## src/logic/irrc_pkg.sv

```systemverilog
/*
  Shared constants for the infrared remote command receiver: reference
  tick timing, word layout, command codes, modes and register map.
  Assumes a 100 MHz system clock and a 480 kHz reference tick.
*/
package irrc_pkg;
  // ----------------------------------------------------------------
  // reference timing
  // ----------------------------------------------------------------
  localparam int CLK_KHZ = 100000;
  localparam int REF_KHZ = 480;
  localparam int REF_DIV = CLK_KHZ / REF_KHZ;
  localparam int GLITCH_US    = 100;
  localparam int MIN_SPACE_US = 400;
  localparam int BIT_SPLIT_US = 1500;
  localparam int WORD_END_US  = 3200;
  localparam int CMD_END_US   = 60000;
  localparam int REPEAT_US    = 102000;
  localparam int FLASH_DHZ    = 49;     // 4.9 Hz in tenths
  localparam int GLITCH_TICKS    = (GLITCH_US * REF_KHZ + 999) / 1000;
  localparam int MIN_SPACE_TICKS = (MIN_SPACE_US * REF_KHZ + 999) / 1000;
  localparam int BIT_SPLIT_TICKS = (BIT_SPLIT_US * REF_KHZ + 999) / 1000;
  localparam int WORD_END_TICKS  = (WORD_END_US * REF_KHZ + 999) / 1000;
  localparam int CMD_END_TICKS   = (CMD_END_US * REF_KHZ) / 1000;
  localparam int REPEAT_TICKS    = (REPEAT_US * REF_KHZ) / 1000;
  localparam int FLASH_HALF_TICKS = (REF_KHZ * 10000) / (2 * FLASH_DHZ);
  // ----------------------------------------------------------------
  // word layout, modes and commands
  // ----------------------------------------------------------------
  localparam int WORD_BITS   = 10;
  localparam int WORD_PULSES = 11;
  localparam logic [2:0] KEY_OK = 3'h5;
  localparam logic [1:0] MATCH_DONE = 2'h3;
  typedef enum logic [1:0] {
    MODE_TV = 2'b00, MODE_RSV = 2'b01, MODE_TEXT = 2'b10, MODE_VIEW = 2'b11
  } irrc_mode_t;
  typedef enum logic [1:0] {
    ACT_NONE = 2'b00, ACT_SINGLE = 2'b01, ACT_REPEAT = 2'b10
  } irrc_act_t;
  localparam logic [6:0] CODE_NORM = 7'h00;
  localparam logic [6:0] CODE_TV   = 7'h03;
  localparam logic [6:0] CODE_RSV  = 7'h04;
  localparam logic [6:0] CODE_VIEW = 7'h1D;
  localparam logic [6:0] CODE_MIX  = 7'h1E;
  localparam logic [6:0] CODE_TEXT = 7'h1F;
  // ----------------------------------------------------------------
  // register map
  // ----------------------------------------------------------------
  localparam logic [7:0] ADR_CTRL = 8'h00;
  localparam logic [7:0] ADR_STAT = 8'h04;
  localparam logic [7:0] ADR_DATA = 8'h08;
  localparam logic       CTRL_EN_RST = 1'b1;
  localparam int DATA_NEW_BIT = 16;
endpackage

```

## src/logic/irrc_demod.sv

```systemverilog
/*
  Pulse-spacing demodulator: filters glitches on the active-low serial
  input, measures spacing between pulses and assembles 10-bit words.
  Assumes si_n_i synchronous to clk_i and tick_i one cycle per ref tick.
*/
`timescale 1ns/100ps
module irrc_demod
  import irrc_pkg::*;
#(
  parameter int WORD_END_T = WORD_END_TICKS
) (
  input  wire logic                 clk_i,
  input  wire logic                 rst_i,
  input  wire logic                 tick_i,
  input  wire logic                 enable_i,
  input  wire logic                 si_n_i,
  output logic [WORD_BITS-1:0]      word_o,
  output logic                      word_valid_o,
  output logic                      word_end_o
);
  logic [5:0]            low_cnt;
  logic                  pulse_seen;
  logic                  pulse_ev;
  logic [11:0]           sp_cnt;
  logic [3:0]            npulse;
  logic [WORD_BITS-1:0]  shreg;
  logic                  bad;

  // ----------------------------------------------------------------
  // glitch filter
  // ----------------------------------------------------------------
  // a low level counts as a pulse only once it has lasted the minimum
  assign pulse_ev = tick_i && !si_n_i && !pulse_seen &&
                    (low_cnt == 6'(GLITCH_TICKS - 1));

  always_ff @(posedge clk_i) begin
    if (rst_i || !enable_i || si_n_i) begin
      low_cnt    <= 6'h00;
      pulse_seen <= 1'b0;
    end else if (tick_i && !pulse_seen) begin
      low_cnt    <= low_cnt + 6'h01;
      pulse_seen <= pulse_ev;
    end
  end

  // ----------------------------------------------------------------
  // spacing measurement and word assembly
  // ----------------------------------------------------------------
  // spacing counted in ref ticks, so thresholds track the oscillator
  always_ff @(posedge clk_i) begin
    word_valid_o <= 1'b0;
    word_end_o   <= 1'b0;
    if (rst_i || !enable_i) begin
      sp_cnt <= 12'h000;
      npulse <= 4'h0;
      shreg  <= '0;
      bad    <= 1'b0;
      word_o <= '0;
    end else if (pulse_ev) begin
      sp_cnt <= 12'h000;
      if (npulse != 4'hF) npulse <= npulse + 4'h1;
      if (npulse != 4'h0) begin
        if (sp_cnt < 12'(MIN_SPACE_TICKS)) bad <= 1'b1;
        // short spacing is 0, long spacing is 1, first bit lands lowest
        shreg <= {(sp_cnt >= 12'(BIT_SPLIT_TICKS)),
                  shreg[WORD_BITS-1:1]};
      end
    end else if (tick_i && npulse != 4'h0) begin
      if (sp_cnt == 12'(WORD_END_T - 1)) begin
        word_end_o   <= 1'b1;
        word_o       <= shreg;
        word_valid_o <= (npulse == 4'(WORD_PULSES)) && !bad;
        sp_cnt <= 12'h000;
        npulse <= 4'h0;
        bad    <= 1'b0;
      end else begin
        sp_cnt <= sp_cnt + 12'h001;
      end
    end
  end

  // ----------------------------------------------------------------
  // checks
  // ----------------------------------------------------------------
  property p_short_space;
    @(posedge clk_i) disable iff (rst_i)
    pulse_ev && npulse != 4'h0 && sp_cnt < 12'(MIN_SPACE_TICKS)
      |=> !word_valid_o until_with word_end_o;
  endproperty
  a_short_space: assert property (p_short_space)
    else $error("short spacing word accepted");

  property p_valid_end;
    @(posedge clk_i) disable iff (rst_i)
    word_valid_o |-> word_end_o && $past(npulse) == 4'(WORD_PULSES);
  endproperty
  a_valid_end: assert property (p_valid_end)
    else $error("valid word without end of word");
endmodule // irrc_demod

```

## src/logic/irrc_flash.sv

```systemverilog
/*
  Reception indicator flasher: drives a square wave of about 4.9 Hz
  while active, and releases the pin (high impedance) otherwise.
  Assumes tick_i one cycle per ref tick; oe_n low means driving.
*/
`timescale 1ns/100ps
module irrc_flash
  import irrc_pkg::*;
#(
  parameter int HALF_T = FLASH_HALF_TICKS
) (
  input  wire logic clk_i,
  input  wire logic rst_i,
  input  wire logic tick_i,
  input  wire logic active_i,
  output logic      ind_o,
  output logic      ind_oe_n_o
);
  logic [16:0] cnt;

  // ----------------------------------------------------------------
  // half-period toggler
  // ----------------------------------------------------------------
  always_ff @(posedge clk_i) begin
    if (rst_i || !active_i) begin
      cnt        <= 17'h00000;
      ind_o      <= 1'b0;
      ind_oe_n_o <= 1'b1;
    end else begin
      ind_oe_n_o <= 1'b0;
      if (tick_i) begin
        if (cnt == 17'(HALF_T - 1)) begin
          cnt   <= 17'h00000;
          ind_o <= !ind_o;
        end else begin
          cnt <= cnt + 17'h00001;
        end
      end
    end
  end

  property p_hiz_idle;
    @(posedge clk_i) disable iff (rst_i)
    !active_i |=> ind_oe_n_o && !ind_o;
  endproperty
  a_hiz_idle: assert property (p_hiz_idle)
    else $error("indicator driven while idle");

  property p_half_period;
    @(posedge clk_i) disable iff (rst_i)
    active_i && $past(active_i) && !$past(rst_i) && ind_o != $past(ind_o)
      |-> $past(cnt) == 17'(HALF_T - 1);
  endproperty
  a_half_period: assert property (p_half_period)
    else $error("indicator toggled off half period");
endmodule // irrc_flash

```

## src/logic/irrc_top.sv

```systemverilog
/*
  Infrared remote command receiver: ref tick divider, triple-match
  validation, mode tracking, command table, data output, indicator and
  a classic Wishbone register slave.
  Assumes a 100 MHz clock, synchronous active-high reset and a
  photodetector amplifier driving si_n_i low for each pulse.
*/
// Register access over Wishbone and the placing of the registers were decided locally.
`timescale 1ns/100ps
module irrc_top
  import irrc_pkg::*;
#(
  parameter int REF_DIV_P    = REF_DIV,
  parameter int WORD_END_P   = WORD_END_TICKS,
  parameter int CMD_END_P    = CMD_END_TICKS,
  parameter int REPEAT_P     = REPEAT_TICKS,
  parameter int FLASH_HALF_P = FLASH_HALF_TICKS
) (
  input  wire logic        clk_i,
  input  wire logic        rst_i,
  input  wire logic        wb_cyc_i,
  input  wire logic        wb_stb_i,
  input  wire logic        wb_we_i,
  input  wire logic [7:0]  wb_adr_i,
  input  wire logic [3:0]  wb_sel_i,
  input  wire logic [31:0] wb_dat_i,
  output logic      [31:0] wb_dat_o,
  output logic             wb_ack_o,
  input  wire logic        si_n_i,
  output logic             mode_bit_high_o,
  output logic             mode_bit_low_o,
  output logic      [8:0]  data_o,
  output logic             data_valid_o,
  output logic             reception_indicator_o,
  output logic             reception_indicator_oe_n_o
);
  logic [7:0]           div_cnt;
  logic                 ref_tick;
  logic                 ctrl_en;
  logic [WORD_BITS-1:0] word;
  logic                 word_valid;
  logic                 word_end;
  logic [6:0]           code;
  logic                 rx_ok;
  logic [6:0]           stored;
  logic [1:0]           mcount;
  logic                 confirmed;
  logic                 execute;
  logic [16:0]          cmd_cnt;
  logic                 cmd_end;
  irrc_mode_t           mode;
  irrc_mode_t           next_mode;
  irrc_act_t            act;
  logic                 rep_on;
  logic [16:0]          rep_cnt;
  logic                 rep_fire;
  logic                 data_new;
  logic                 wb_req;

  // ----------------------------------------------------------------
  // command table
  // ----------------------------------------------------------------
  // output class of a code in a mode; unknown codes do nothing
  function automatic irrc_act_t act_of(input irrc_mode_t m,
                                       input logic [6:0] c);
    logic tv;
    logic pg;
    tv = (m == MODE_TV);
    pg = (m == MODE_TEXT) || (m == MODE_VIEW);
    act_of = ACT_NONE;
    case (c) inside
      7'h00:           act_of = (m == MODE_RSV) ? ACT_NONE : ACT_SINGLE;
      [7'h01:7'h04]:   act_of = ACT_SINGLE;
      7'h05:           act_of = tv ? ACT_NONE : ACT_SINGLE;
      7'h06:           act_of = pg ? ACT_REPEAT
                                   : (tv ? ACT_NONE : ACT_SINGLE);
      7'h07:           act_of = pg ? ACT_REPEAT : ACT_SINGLE;
      [7'h0C:7'h0F]:   act_of = pg ? ACT_SINGLE : ACT_NONE;
      [7'h1A:7'h1C],
      [7'h30:7'h39]:   act_of = tv ? ACT_NONE : ACT_SINGLE;
      [7'h1D:7'h1F]:   act_of = ACT_SINGLE;
      default:         act_of = ACT_NONE;
    endcase
  endfunction

  // mode after a code; norm and mix are held off in reserved mode
  function automatic irrc_mode_t mode_of(input irrc_mode_t m,
                                         input logic [6:0] c);
    mode_of = m;
    case (c)
      CODE_NORM: mode_of = (m == MODE_RSV) ? m : MODE_TV;
      CODE_TV:   mode_of = MODE_TV;
      CODE_RSV:  mode_of = MODE_RSV;
      CODE_VIEW: mode_of = MODE_VIEW;
      CODE_MIX:  mode_of = (m == MODE_RSV) ? m : MODE_TEXT;
      CODE_TEXT: mode_of = MODE_TEXT;
      default:   mode_of = m;
    endcase
  endfunction

  // ----------------------------------------------------------------
  // reference tick divider
  // ----------------------------------------------------------------
  // 100 MHz / 208 sits a little fast of 480 kHz; thresholds scale
  assign ref_tick = (div_cnt == 8'(REF_DIV_P - 1));

  always_ff @(posedge clk_i) begin
    if (rst_i || ref_tick) div_cnt <= 8'h00;
    else                   div_cnt <= div_cnt + 8'h01;
  end

  // ----------------------------------------------------------------
  // demodulator and indicator
  // ----------------------------------------------------------------
  irrc_demod #(
    .WORD_END_T (WORD_END_P)
  ) u_demod (
    .clk_i        (clk_i),
    .rst_i        (rst_i),
    .tick_i       (ref_tick),
    .enable_i     (ctrl_en),
    .si_n_i       (si_n_i),
    .word_o       (word),
    .word_valid_o (word_valid),
    .word_end_o   (word_end)
  );

  irrc_flash #(
    .HALF_T (FLASH_HALF_P)
  ) u_flash (
    .clk_i      (clk_i),
    .rst_i      (rst_i),
    .tick_i     (ref_tick),
    .active_i   (confirmed),
    .ind_o      (reception_indicator_o),
    .ind_oe_n_o (reception_indicator_oe_n_o)
  );

  // ----------------------------------------------------------------
  // triple-match validation
  // ----------------------------------------------------------------
  assign code      = word[6:0];
  assign rx_ok     = word_valid && (word[9:7] == KEY_OK);
  assign confirmed = (mcount == MATCH_DONE);
  assign execute   = rx_ok && (code == stored) &&
                     (mcount == MATCH_DONE - 2'h1);
  assign cmd_end   = ref_tick && (mcount != 2'h0) &&
                     (cmd_cnt == 17'(CMD_END_P - 1));

  // a lone corrupted word only restarts the count, never executes
  always_ff @(posedge clk_i) begin
    if (rst_i || !ctrl_en) begin
      stored <= 7'h00;
      mcount <= 2'h0;
    end else if (rx_ok) begin
      if (mcount != 2'h0 && code == stored) begin
        if (!confirmed) mcount <= mcount + 2'h1;
      end else begin
        stored <= code;
        mcount <= 2'h1;
      end
    end else if (cmd_end) begin
      mcount <= 2'h0;
    end
  end

  // command-end timer restarts at every word end
  always_ff @(posedge clk_i) begin
    if (rst_i || word_end || mcount == 2'h0) begin
      cmd_cnt <= 17'h00000;
    end else if (ref_tick) begin
      cmd_cnt <= cmd_cnt + 17'h00001;
    end
  end

  // ----------------------------------------------------------------
  // mode register
  // ----------------------------------------------------------------
  assign act       = act_of(mode, code);
  assign next_mode = mode_of(mode, code);

  always_ff @(posedge clk_i) begin
    if (rst_i) mode <= MODE_TV;
    else if (execute) mode <= next_mode;
  end

  assign mode_bit_high_o = mode[1];
  assign mode_bit_low_o  = mode[0];

  // ----------------------------------------------------------------
  // data output and repetition
  // ----------------------------------------------------------------
  assign rep_fire = rep_on && confirmed && ref_tick &&
                    (rep_cnt == 17'(REPEAT_P - 1));

  // execute lands while the count still reads two, so it must not be masked
  always_ff @(posedge clk_i) begin
    if (rst_i || (!confirmed && !execute)) begin
      rep_on  <= 1'b0;
      rep_cnt <= 17'h00000;
    end else if (execute) begin
      rep_on  <= (act == ACT_REPEAT);
      rep_cnt <= 17'h00000;
    end else if (ref_tick) begin
      rep_cnt <= rep_fire ? 17'h00000 : rep_cnt + 17'h00001;
    end
  end

  // emission carries the mode bits in force after the command
  always_ff @(posedge clk_i) begin
    data_valid_o <= 1'b0;
    if (rst_i) begin
      data_o <= 9'h000;
    end else if (execute && act != ACT_NONE) begin
      data_o       <= {next_mode, code};
      data_valid_o <= 1'b1;
    end else if (rep_fire) begin
      data_o       <= {mode, stored};
      data_valid_o <= 1'b1;
    end
  end

  // ----------------------------------------------------------------
  // wishbone register slave
  // ----------------------------------------------------------------
  // one wait state; unmapped reads return zero, writes are dropped
  assign wb_req = wb_cyc_i && wb_stb_i && !wb_ack_o;

  always_ff @(posedge clk_i) begin
    if (rst_i) wb_ack_o <= 1'b0;
    else       wb_ack_o <= wb_req;
  end

  always_ff @(posedge clk_i) begin
    if (rst_i) begin
      ctrl_en <= CTRL_EN_RST;
    end else if (wb_req && wb_we_i && wb_sel_i[0] &&
                 wb_adr_i == ADR_CTRL) begin
      ctrl_en <= wb_dat_i[0];
    end
  end

  always_ff @(posedge clk_i) begin
    if (rst_i) begin
      wb_dat_o <= 32'h00000000;
    end else if (wb_req && !wb_we_i) begin
      case (wb_adr_i)
        ADR_CTRL: wb_dat_o <= {31'h00000000, ctrl_en};
        ADR_STAT: wb_dat_o <= {27'h0000000, confirmed, mcount, mode};
        ADR_DATA: wb_dat_o <= {15'h0000, data_new, 7'h00, data_o};
        default:  wb_dat_o <= 32'h00000000;
      endcase
    end
  end

  // new-data flag: an emission in the reading cycle wins over the clear
  always_ff @(posedge clk_i) begin
    if (rst_i) data_new <= 1'b0;
    else if (data_valid_o) data_new <= 1'b1;
    else if (wb_req && !wb_we_i && wb_adr_i == ADR_DATA)
      data_new <= 1'b0;
  end

  // ----------------------------------------------------------------
  // checks
  // ----------------------------------------------------------------
  property p_emit_confirmed;
    @(posedge clk_i) disable iff (rst_i)
    data_valid_o |-> confirmed;
  endproperty
  a_emit_confirmed: assert property (p_emit_confirmed)
    else $error("data emitted before third match");

  property p_exec_third;
    @(posedge clk_i) disable iff (rst_i)
    rx_ok && code == stored && mcount == 2'h2 |=> mcount == 2'h3;
  endproperty
  a_exec_third: assert property (p_exec_third)
    else $error("third identical word not confirmed");

  property p_key_filter;
    @(posedge clk_i) disable iff (rst_i)
    word_valid && word[9:7] != KEY_OK && !cmd_end && ctrl_en
      |=> $stable(mcount) && $stable(stored);
  endproperty
  a_key_filter: assert property (p_key_filter)
    else $error("word with wrong key code counted");

  property p_norm_tv;
    @(posedge clk_i) disable iff (rst_i)
    execute && code == CODE_NORM && mode != MODE_RSV |=> mode == MODE_TV;
  endproperty
  a_norm_tv: assert property (p_norm_tv)
    else $error("norm did not return to tv");

  property p_mix_rsv;
    @(posedge clk_i) disable iff (rst_i)
    execute && code == CODE_MIX && mode == MODE_RSV |=> mode == MODE_RSV;
  endproperty
  a_mix_rsv: assert property (p_mix_rsv)
    else $error("mix changed reserved mode");

  property p_no_output;
    @(posedge clk_i) disable iff (rst_i)
    execute && act == ACT_NONE |=> !data_valid_o;
  endproperty
  a_no_output: assert property (p_no_output)
    else $error("no-output command emitted data");

  property p_single;
    @(posedge clk_i) disable iff (rst_i)
    execute && act == ACT_SINGLE |=> data_valid_o ##1 !data_valid_o[*8];
  endproperty
  a_single: assert property (p_single)
    else $error("single-word command not emitted once");

  property p_mode_bits;
    @(posedge clk_i) disable iff (rst_i)
    data_valid_o |-> data_o[8:7] == {mode_bit_high_o, mode_bit_low_o};
  endproperty
  a_mode_bits: assert property (p_mode_bits)
    else $error("data word mode bits differ from pins");

  property p_repeat;
    @(posedge clk_i) disable iff (rst_i)
    rep_fire |=> data_valid_o && data_o[6:0] == $past(stored);
  endproperty
  a_repeat: assert property (p_repeat)
    else $error("repeat period passed without emission");

  property p_cmd_end;
    @(posedge clk_i) disable iff (rst_i)
    cmd_end && !rx_ok |=> mcount == 2'h0 ##1 reception_indicator_oe_n_o;
  endproperty
  a_cmd_end: assert property (p_cmd_end)
    else $error("command end did not clear match");

  c_execute: cover property (@(posedge clk_i) disable iff (rst_i)
    execute && act == ACT_SINGLE);
  c_repeat: cover property (@(posedge clk_i) disable iff (rst_i)
    rep_fire);
  c_cmd_end: cover property (@(posedge clk_i) disable iff (rst_i)
    cmd_end && confirmed);
endmodule // irrc_top

```

## config.mk

```make
export PLATFORM = sky130hd
export DESIGN_NAME = irrc_top
export DESIGN_NICKNAME = d
export VERILOG_FILES = /design/src/logic/irrc_pkg.sv /design/src/logic/irrc_demod.sv /design/src/logic/irrc_flash.sv /design/src/logic/irrc_top.sv
export SDC_FILE = /design/constraint.sdc
export NUM_CORES = 1
export LEC_CHECK = 0
export ABC_AREA = 1
export BUFFER_PORTS_ARGS = -buffer_cell sky130_fd_sc_hd__buf_2
export CORE_AREA = 5 5 118 203
export DETAILED_ROUTE_END_ITERATION = 16
export DIE_AREA = 0 0 123 208
export PLACE_DENSITY = 0.52
export SLEW_MARGIN = 15
export SYNTH_ARGS = -nofsm -noshare
export SYNTH_HDL_FRONTEND = slang
export SYNTH_HIERARCHICAL = 1
export SYNTH_SLANG_ARGS = --single-unit
export TNS_END_PERCENT = 5
```

## constraint.sdc

```tcl
create_clock -name clk_i -period 2.4 [get_ports clk_i]
set_clock_uncertainty 0.2 [all_clocks]
set_input_delay 0.36 -clock clk_i [delete_from_list [all_inputs] [get_ports clk_i]]
set_output_delay 0.36 -clock clk_i [all_outputs]
set_load 0.1 [all_outputs]
```

Yosys cells after proc, flatten, opt, wreduce, memory -nomap -nowiden. Cells that the tools add are included. W data, S select, Z words.

Flip-flop bits (word level): 164. Word-level logic and storage cells: 190.

Add/subtract/negate cells: 8. $lt $le $gt $ge: 12. Equality and inequality tests: 30. Multiplexer cells: 41. Bitwise gates (word level): 4. Reductions and logical operators: 70.

Operators by type and width (number): $add A17 B1 Y17 const B (3); $pmux W17 S3 (1); $eq A17 B16 Y1 const B (2); $mux W17 (2); $logic_and A1 B1 Y1 (29); $eq A7 B3 Y1 const B (4); $mux W2 (13); $eq A7 B5 Y1 const B (3); $mux W9 (2); $eq A17 B15 Y1 const B (1); $mux W1 (17); $mux W4 (4); $ge A7 B5 Y1 const B (2); $le A7 B5 Y1 const B (2); $reduce_bool A2 Y1 (7); $add A12 B1 Y12 const B (1); $eq A12 B11 Y1 const B (1); $ge A12 B10 Y1 const B (1); $lt A12 B8 Y1 const B (1); $mux W12 (1); $pmux W2 S6 (1); $eq A2 B2 Y1 const B (5); $logic_not A1 Y1 (9); $add A8 B1 Y8 const B (1); other kinds (33) (52).

Depth between registers and ports, before layout. Gate-level depths: netlist of the first run.

Depth after elaboration: 13. Gate-level depth with buffers: 14. Mapped depth without buffers: 13.

Cells and area by module. Netlist of the first run, hierarchy kept.

By module, submodules not included: irrc_top (times used 1, cells an instance 598, area an instance 4235.3 um^2); irrc_demod (times used 1, cells an instance 308, area an instance 2213.4 um^2); irrc_flash (times used 1, cells an instance 161, area an instance 1143.6 um^2).

Worst setup path before layout of the first run. No wires, ideal clock.

Path type: reg2reg. From: reg mode[1]. To: reg data_o[5]. Setup time: 0.071 ns. Data arrival time: 2.017 ns. Required time: 2.129 ns. Path slack: 0.112 ns. Stages on the path, launching flop included: 13. Path buffers: 0. Period minus slack after synthesis: 2.288 ns. Cell sequence: dfxtp_1 > nor2_1 > nor2_1 > nand2_1 > nand2_1 > nand2_1 > nand2_1 > nand2_1 > nand3_1 > nand3_4 > nand3_4 > nand2_1 > a21oi_1.

Word-level cells in the longest chain between the ends: 12. Elaborated cells between the ends (all ways): 21. Those cells by class: eq/ne (3); mux (13); reduce/logical (5).

RTL lines: start, declared (RTL line irrc_top.sv:51) `irrc_mode_t mode;`; start signal, assigned (RTL line irrc_top.sv:184) `else if (execute) mode <= next_mode;`; $logic_not A2 Y1 or $eq A2 B2 Y1 (tied branches) (RTL line irrc_top.sv:68, irrc_top.sv:69); $mux W1 or $logic_or A1 B1 Y1 (tied branches); $mux W1, on equally long branches (RTL line irrc_top.sv:71, irrc_top.sv:78); $mux W1 (RTL line irrc_top.sv:71) `case (c) inside`; $mux W2 (4 in series) (RTL line irrc_top.sv:71); $mux W2 * (RTL line irrc_top.sv:71); $reduce_bool A2 Y1 * (RTL line irrc_top.sv:214) `end else if (execute && act != ACT_NONE) begin`; $logic_and A1 B1 Y1 * (RTL line irrc_top.sv:214); $mux W9 or $reduce_bool A2 Y1 (tied branches); end signal, assigned (RTL line irrc_top.sv:215) `data_o <= {next_mode, code};`; end signal, assigned (RTL line irrc_top.sv:218) `data_o <= {mode, stored};`; end, declared (RTL line irrc_top.sv:32) `output logic [8:0] data_o,`.

Mark *: on every way between the ends. The rest lies on a longest branch, timed or not. A chain may end at the register's enable or synchronous reset.

Worst setup path after layout of the first run.
From: reg div_cnt[0]. To: reg u_demod.bad.

Word-level cells in the longest chain between the ends: 6. Elaborated cells between the ends (all ways): 11. Those cells by class: eq/ne (3); mux (1); reduce/logical (7).

RTL lines: start, declared (RTL line irrc_top.sv:37) `logic [7:0] div_cnt;`; start signal, assigned (RTL line irrc_top.sv:109) `else div_cnt <= div_cnt + 8'h01;`; $eq A8 B8 Y1 * (RTL line irrc_top.sv:105) `assign ref_tick = (div_cnt == 8'(REF_DIV_P - 1));`; $logic_and A1 B1 Y1 (3 in series) (RTL line irrc_demod.sv:33) `assign pulse_ev = tick_i && !si_n_i && !pulse_seen &&`; $ne A2 B2 Y1 (no source line) or $reduce_bool A2 Y1 (tied branches); $reduce_and A4 Y1 (no source line); end signal, assigned (RTL line irrc_demod.sv:57) `bad <= 1'b0;`; end signal, assigned (RTL line irrc_demod.sv:63) `if (sp_cnt < 12'(MIN_SPACE_TICKS)) bad <= 1'b1;`; end signal, assigned (RTL line irrc_demod.sv:75) `bad <= 1'b0;`; end, declared (RTL line irrc_demod.sv:27) `logic bad;`.

Marked as above.

==> flow_summary.toml, run 1 <==
[drt]
totalWireLength_um = 18300
vias = 6675
avgRoutedWirePerCell_um = 12.7
drc = 0
drt_first_pass_iters = 4
ant_nets = 0
viasPerCell = 4.65
drtIter0Drc = 198

[timing]
tns_ns = 0
maxSlewViolCount = 0
relSlewSlack_pct = 65.4
finalSetupViolCount = 0
hold_viol_final = 0
worst_slew_pin_slew_ns = 0.523
post-route-min-period_ns = 2.17
rsz0062_at_grt = "no"
finalCritPeriodShare_pct = 90.4
fmax_mhz = 461

[clocking]
clock_sinks = 142
htreeDepth = 4
clkLatencyLatePin_ns = 0.43
cts_tree = "yes"
root_buffer = "clkbuf_16"
cts_made_buffers = 17
cts_buffer_depth = 2
clk_pin_slew_worst_paths_ns = 0.06

[place]
dp.cells = 1396
post-dp-hpwl_um = 14300
numPortBuffers = 40
place.gp.congestion = 0.826

[pwr]
p_seq_share_pct = 42.1
sw_frac_of_total_pct = 21.9
power_density_nw_per_um2 = 635
internal_power_mw = 4.39
p_comb_share_pct = 4.1
switching_power_mw = 1.23
cellLeakagePower_nw = 3.58
clock_power_share_pct = 53.7
vdd_drop_max_mv = 0.419

[synthesis]
ys.flop_type = "dfxtp_1"
syn_area_um2 = 7590
synthCells = 1067
synth_cell_types = 47
seq_area_frac_synth_pct = 37.4
synth_edf_count = 0
syn_avg_cell_area_um2 = 7.12
synth_top_area_cell = "dfxtp_1"
async_flop_share_pct = 0
yosys_register_bits = 142
synth.top_cell.area_share_pct = 37.4
synth_area_leaders = "dfxtp_1, nand2_1, nor2_1, inv_1, a21oi_1"
synth_warnings = 6

[grt]
grt_pass1_vias = 6523
grt_first_pass_wirelength_um = 30900
grt.overflow.total = 0
grtUsageTotal_pct = 15.0
antenna_found_initial = 0
grt_max_degree = 26

[floorplan]
ios = 97
rows = 72
core_area_um2 = 22100
initial_core_util_pct = 34.4
die_area_um2 = 25600
chipWidth_um = 123
die_h_um = 208

[worst_setup_path]
crit_fanout = 8
crit_path_end_kind = "register"
crit_type = "reg2reg"
cp_cell_sequence = "ha_2, nand2_2, nor2_4, nand3_2, inv_4, nand2_2, nor2_4, nand2_4, a21oi_4, buf_4, nand3_1, a21oi_1"
crit_slowest_cell = "dfxtp_2"
path_buf_inv = 2
cp-start-kind = "register"
critPathMaxStageDelay_ns = 0.34
crit_family = "simple AND/OR/NAND/NOR gates"
arrival_ns = 2.32
worstPathRequired_ns = 2.55

[final_layout]
mostFrequentLayoutCell = "nand2_1"
final_cell_mix = "nand2_1, nor2_1, dfxtp_1"
stdcell_count = 1434
final_nets = 1189
drive_gt1_share_pct = 15.8
syn2layout_area_growth_pct = 16.4
antenna_cells = 0

[status]
status = "finished, final reports clean"

[hold_path]
hold_path_class = "in2reg"

[flow_run]
drv_cap = 0
[layer usage]
| metal | up-vias | part of all wire, % | track usage [%] |
|---|---|---|---|
| li1 | 3521 | - | - |
| met1 | 3028 | 37 | 14.4 |
| met2 | 95 | 58 | 29.5 |
| met3 | 31 | 2.3 | 3.26 |
| met4 | 0 | 2.7 | 6.12 |
| met5 | - | 0 | 0 |
[worst register-to-register path, cell delays in order, from the launching register on]
cell and delay [ns]:
dfxtp_2 0.34, ha_2 0.18, nand2_2 0.08, nor2_4 0.11
nand3_2 0.11, inv_4 0.10, nand2_2 0.12, nor2_4 0.17
nand2_4 0.12, a21oi_4 0.23, buf_4 0.15, nand3_1 0.07
a21oi_1 0.13
[sequential cells by signal (all words and copies together) (netlist names), 2 cells and up]
name	cells
rep_cnt	17
cmd_cnt	17
stored	7
u_demod/sp_cnt	12
u_demod/shreg	10
u_demod/word_o	10
div_cnt	8
mode	2
wb_dat_o	10
u_demod/npulse	4
u_flash/cnt	17
mcount	2
u_demod/low_cnt	6
data_o	9
[timing repair]
| action | 4_1_cts | 5_1_grt |
|---|---|---|
| setup buffers | 0 | 6 |
| endpoints found under the setup margin | 0 | 43 |
| hold buffers | 1 | 0 |
| gates resized for setup | 0 | 10 |
| endpoints found under the hold margin | 1 | 0 |
[per-stage QoR]
stage	util [%]	setup WS [ns]	total power [mW]	hold WS (ns)	instance area, µm²
4_1_cts	39.7	0.0305	5.70	0.0247	8750
6_report	40.0	0.229	5.61	0.0488	8840
3_3_place_gp	36.6	0.0877	2.65	0.230	8070
3_5_place_dp	36.6	0.0484	2.65	0.236	8070
2_1_floorplan	-	0.112	2.64	0.211	7670
5_1_grt	40.0	0.0184	5.83	0.0539	8840
[final timing paths]
check	cells past startpoint	from	end	slack, ns
worst max-delay path	12	div_cnt[0]	u_demod/bad	0.23
worst min register to register	1	div_cnt[0]	div_cnt[0]	0.22
worst max register to register	12	div_cnt[0]	u_demod/bad	0.23
worst min-delay path	3	wb_sel_i[0]	ctrl_en	0.05
[final cells by class]
class / instances / area [µm²]
fillers: 2333 / 13200
multi-input cells: 756 / 3990
flip-flops and latches: 142 / 2840
inverters: 144 / 546
clock buffers: 20 / 457
repair buffers: 65 / 414
well taps: 296 / 370
clock inverters: 11 / 213
[cells in the mapped netlist (15+ instances only)]
master and n:
a21oi_1 68, buf_4 27, dfxtp_1 142, inv_1 134, nand2_1 189, nand2_2 16, nand3_1 58, nand4_1 31
nor2_1 149, nor2_2 18, nor3_1 34, o21ai_0 45, o21ai_1 15, xor2_1 15
[logic make-up after synthesis]
family	Yosys count	synth area share (%)
simple gates	551	36.0
buf+inv	190	11.3
compound gates	143	9.92
flops	142	37.4
xor+xnor	27	3.11
fa+ha+maj	13	2.14
other cells	1	0.0494
[power by group through the flow]
stage	clock, mW	sequential [mW]	combinational (mW)
3_3_place_gp	0	2.42	0.231
3_5_place_dp	0	2.42	0.231
5_1_grt	3.22	2.36	0.245
2_1_floorplan	0	2.42	0.220
4_1_cts	3.10	2.36	0.232
6_report	3.02	2.37	0.232
(Power assumes the default switching activity.)
==> run 2: changes to the inputs <==
CORE_AREA = 5 5 115 198   (was 5 5 118 203)
DIE_AREA = 0 0 120 203   (was 0 0 123 208)
SYNTH_HIERARCHICAL = not set   (was 1)
==> run 2 against run 1 <==
  * Largest cell class unchanged
  * Utilization increased by 0.18 points
  * Sequential power about the same
  * Clock power decreased by 18%
  * Critical path depth increased by 1
  * Design area decreased by 4.7%
  * Fmax decreased by 5.4%
  * Synthesized area decreased by 5.1%
  * Worst hold slack improved by 0.0017 ns
  * Non-clock buffer count increased by 14
  * Synthesized cell count decreased by 11%
  * Sequential share of layout area increased by 1.6 points
  * Global-route usage decreased by 0.53 points
==> flow_summary.toml, run 2 <==
[floorplan]
ios = 97
initial_core_util_pct = 34.4
die_area_um2 = 24400
rows = 70
chipWidth_um = 120
die_h_um = 203
core_area_um2 = 20900

[synthesis]
ys.flop_type = "dfxtp_1"
synth_warnings = 0
synth_cell_types = 49
syn_avg_cell_area_um2 = 7.57
synth_top_area_cell = "dfxtp_1"
synth.top_cell.area_share_pct = 39.4
seq_area_frac_synth_pct = 39.4
synth_edf_count = 0
synth_area_leaders = "dfxtp_1, nand2_1, inv_1, a21oi_1, nor2_1"
async_flop_share_pct = 0
yosys_register_bits = 142
syn_area_um2 = 7210
synthTopCellsByCount = "nand2_1, dfxtp_1, inv_1"
synthCells = 952
yosysMostFrequentCell = "nand2_1"

[final_layout]
syn2layout_area_growth_pct = 16.8
seq_area_um2 = 2840
top_regs = "cmd_cnt x17, rep_cnt x17, u_flash.cnt x17"
fillerInstances = 2185
multi_input_area_um2 = 3720
final_cell_mix = "nand2_1, dfxtp_1, inv_1"
antenna_cells = 0
utilization_pct = 40.2
drive_gt1_share_pct = 17.6
stdcell_count = 1296
final_nets = 1094
mostFrequentLayoutCell = "nand2_1"

[drt]
vias = 6148
viasPerCell = 4.74
drt_first_pass_iters = 5
avgRoutedWirePerCell_um = 13.1
drtIter0Drc = 303
totalWireLength_um = 16900
ant_nets = 0
drc = 0

[pwr]
sw_frac_of_total_pct = 26.1
power_density_nw_per_um2 = 603
switching_power_mw = 1.33
cellLeakagePower_nw = 3.29
internal_power_mw = 3.75
p_comb_share_pct = 4.6
clock_power_share_pct = 48.8
totalPowerFinal_mw = 5.07
p_seq_share_pct = 46.6
vdd_drop_max_mv = 0.446

[grt]
grt_max_degree = 24
grt_pass1_vias = 6086
grtUsageTotal_pct = 14.5
antenna_found_initial = 0
grt_first_pass_wirelength_um = 28600
grt.overflow.total = 0

[flow_run]
drv_cap = 0

[worst_setup_path]
arrival_ns = 2.39
reg2reg_depth = 13
cp_cell_sequence = "ha_1, nand2_2, nor2_4, nand2_4, nor2_8, buf_4, nand4_4, inv_2, nand4_4, nor2_4, nand3_1, xor2_1, nor2_1"
cp.depth = 13
worstPathRequired_ns = 2.50
cp-start-kind = "register"
path_buf_inv = 2
crit_fanout = 8
crit_family = "simple AND/OR/NAND/NOR gates"
critPathMaxStageDelay_ns = 0.33
crit_type = "reg2reg"
crit_slowest_cell = "dfxtp_1"
crit_path_end_kind = "register"

[clocking]
clkLatencyLatePin_ns = 0.43
cts_tree = "yes"
htreeDepth = 4
clock_sinks = 142
post-cts-setup-buffer-count = 0
clk_pin_slew_worst_paths_ns = 0.06
root_buffer = "clkbuf_16"
cts_made_buffers = 17
cts_buffer_depth = 2

[place]
place.gp.congestion = 0.870
post-dp-hpwl_um = 13400
numPortBuffers = 40
dp.cells = 1263

[timing]
worst_slew_pin_slew_ns = 0.534
finalSetupViolCount = 0
fmax_mhz = 436
tns_ns = 0
maxSlewViolCount = 0
finalCritPeriodShare_pct = 95.6
hold_viol_final = 0
rsz0062_at_grt = "yes"
relSlewSlack_pct = 64.6
hold-worst-slack_ns = 0.0505
post-route-min-period_ns = 2.29

[hold_path]
min_path_cells = 3
hold_path_class = "in2reg"

[status]
status = "finished, final reports clean"
## run 2: layout make-up
cell class / count / area share [%]
Multi-Input combinational cell: 666 / 44.3
Sequential cell: 142 / 33.8
Timing Repair Buffer: 79 / 6.04
Inverter: 125 / 5.57
Clock buffer: 17 / 5.05
Tap cell: 252 / 3.75
Clock inverter: 15 / 1.56
## run 2: worst paths after layout
kind	startpoint	endpoint	slack [ns]
min reg2reg	u_demod.bad	u_demod.word_valid_o	0.25
max	div_cnt[0]	cmd_cnt[16]	0.11
min	wb_sel_i[0]	ctrl_en	0.05
max reg2reg	div_cnt[0]	cmd_cnt[16]	0.11
## run 2: power by group through the flow
stage	logic (mW)	clock network, mW	registers, mW
4_1_cts	0.234	2.57	2.36
3_5_place_dp	0.233	0	2.42
5_1_grt	0.246	2.66	2.36
3_3_place_gp	0.232	0	2.42
6_report	0.233	2.48	2.36
2_1_floorplan	0.217	0	2.42
## run 2: through the flow
stage                     setup WS, ns  instance area, µm²
after global routing           -0.0640                8420
after global placement          0.0653                7820
final                            0.107                8420
after CTS                       0.0390                8390
after floorplan                 0.0347                7290
after detailed placement        0.0469                7820
## run 2: kinds of logic after synthesis
kind of cell	synth area share [%]
buffers and inverters	10.4
and+or+nand+nor	32.5
DFF	39.4
other	0.0520
adders and majority gates	2.26
AOI/OAI and AO/OA	11.7
xor gates and xnor gates	3.65
## run 2: what timing repair did
item | in CTS | in global routing
resized for setup | 0 | 6
hold buffers | 1 | 0
endpoints found under the hold margin | 1 | 0
endpoints found under the setup margin | 0 | 35
## run 2: per-layer routing
| metal | vias up | GRT usage, % | wire (µm) |
|---|---|---|---|
| li1 | 3249 | - | - |
| met2 | 91 | 28.5 | 9590 |
| met5 | - | 0 | 0 |
| met4 | 0 | 5.49 | 333 |
| met1 | 2793 | 14.3 | 6500 |
| met3 | 15 | 3.23 | 512 |
## run 2: tightest hold or removal path, cell delays in order
cell	delay (ns)
buf_2	0.10
nand4_1	0.10
o21ai_0	0.07
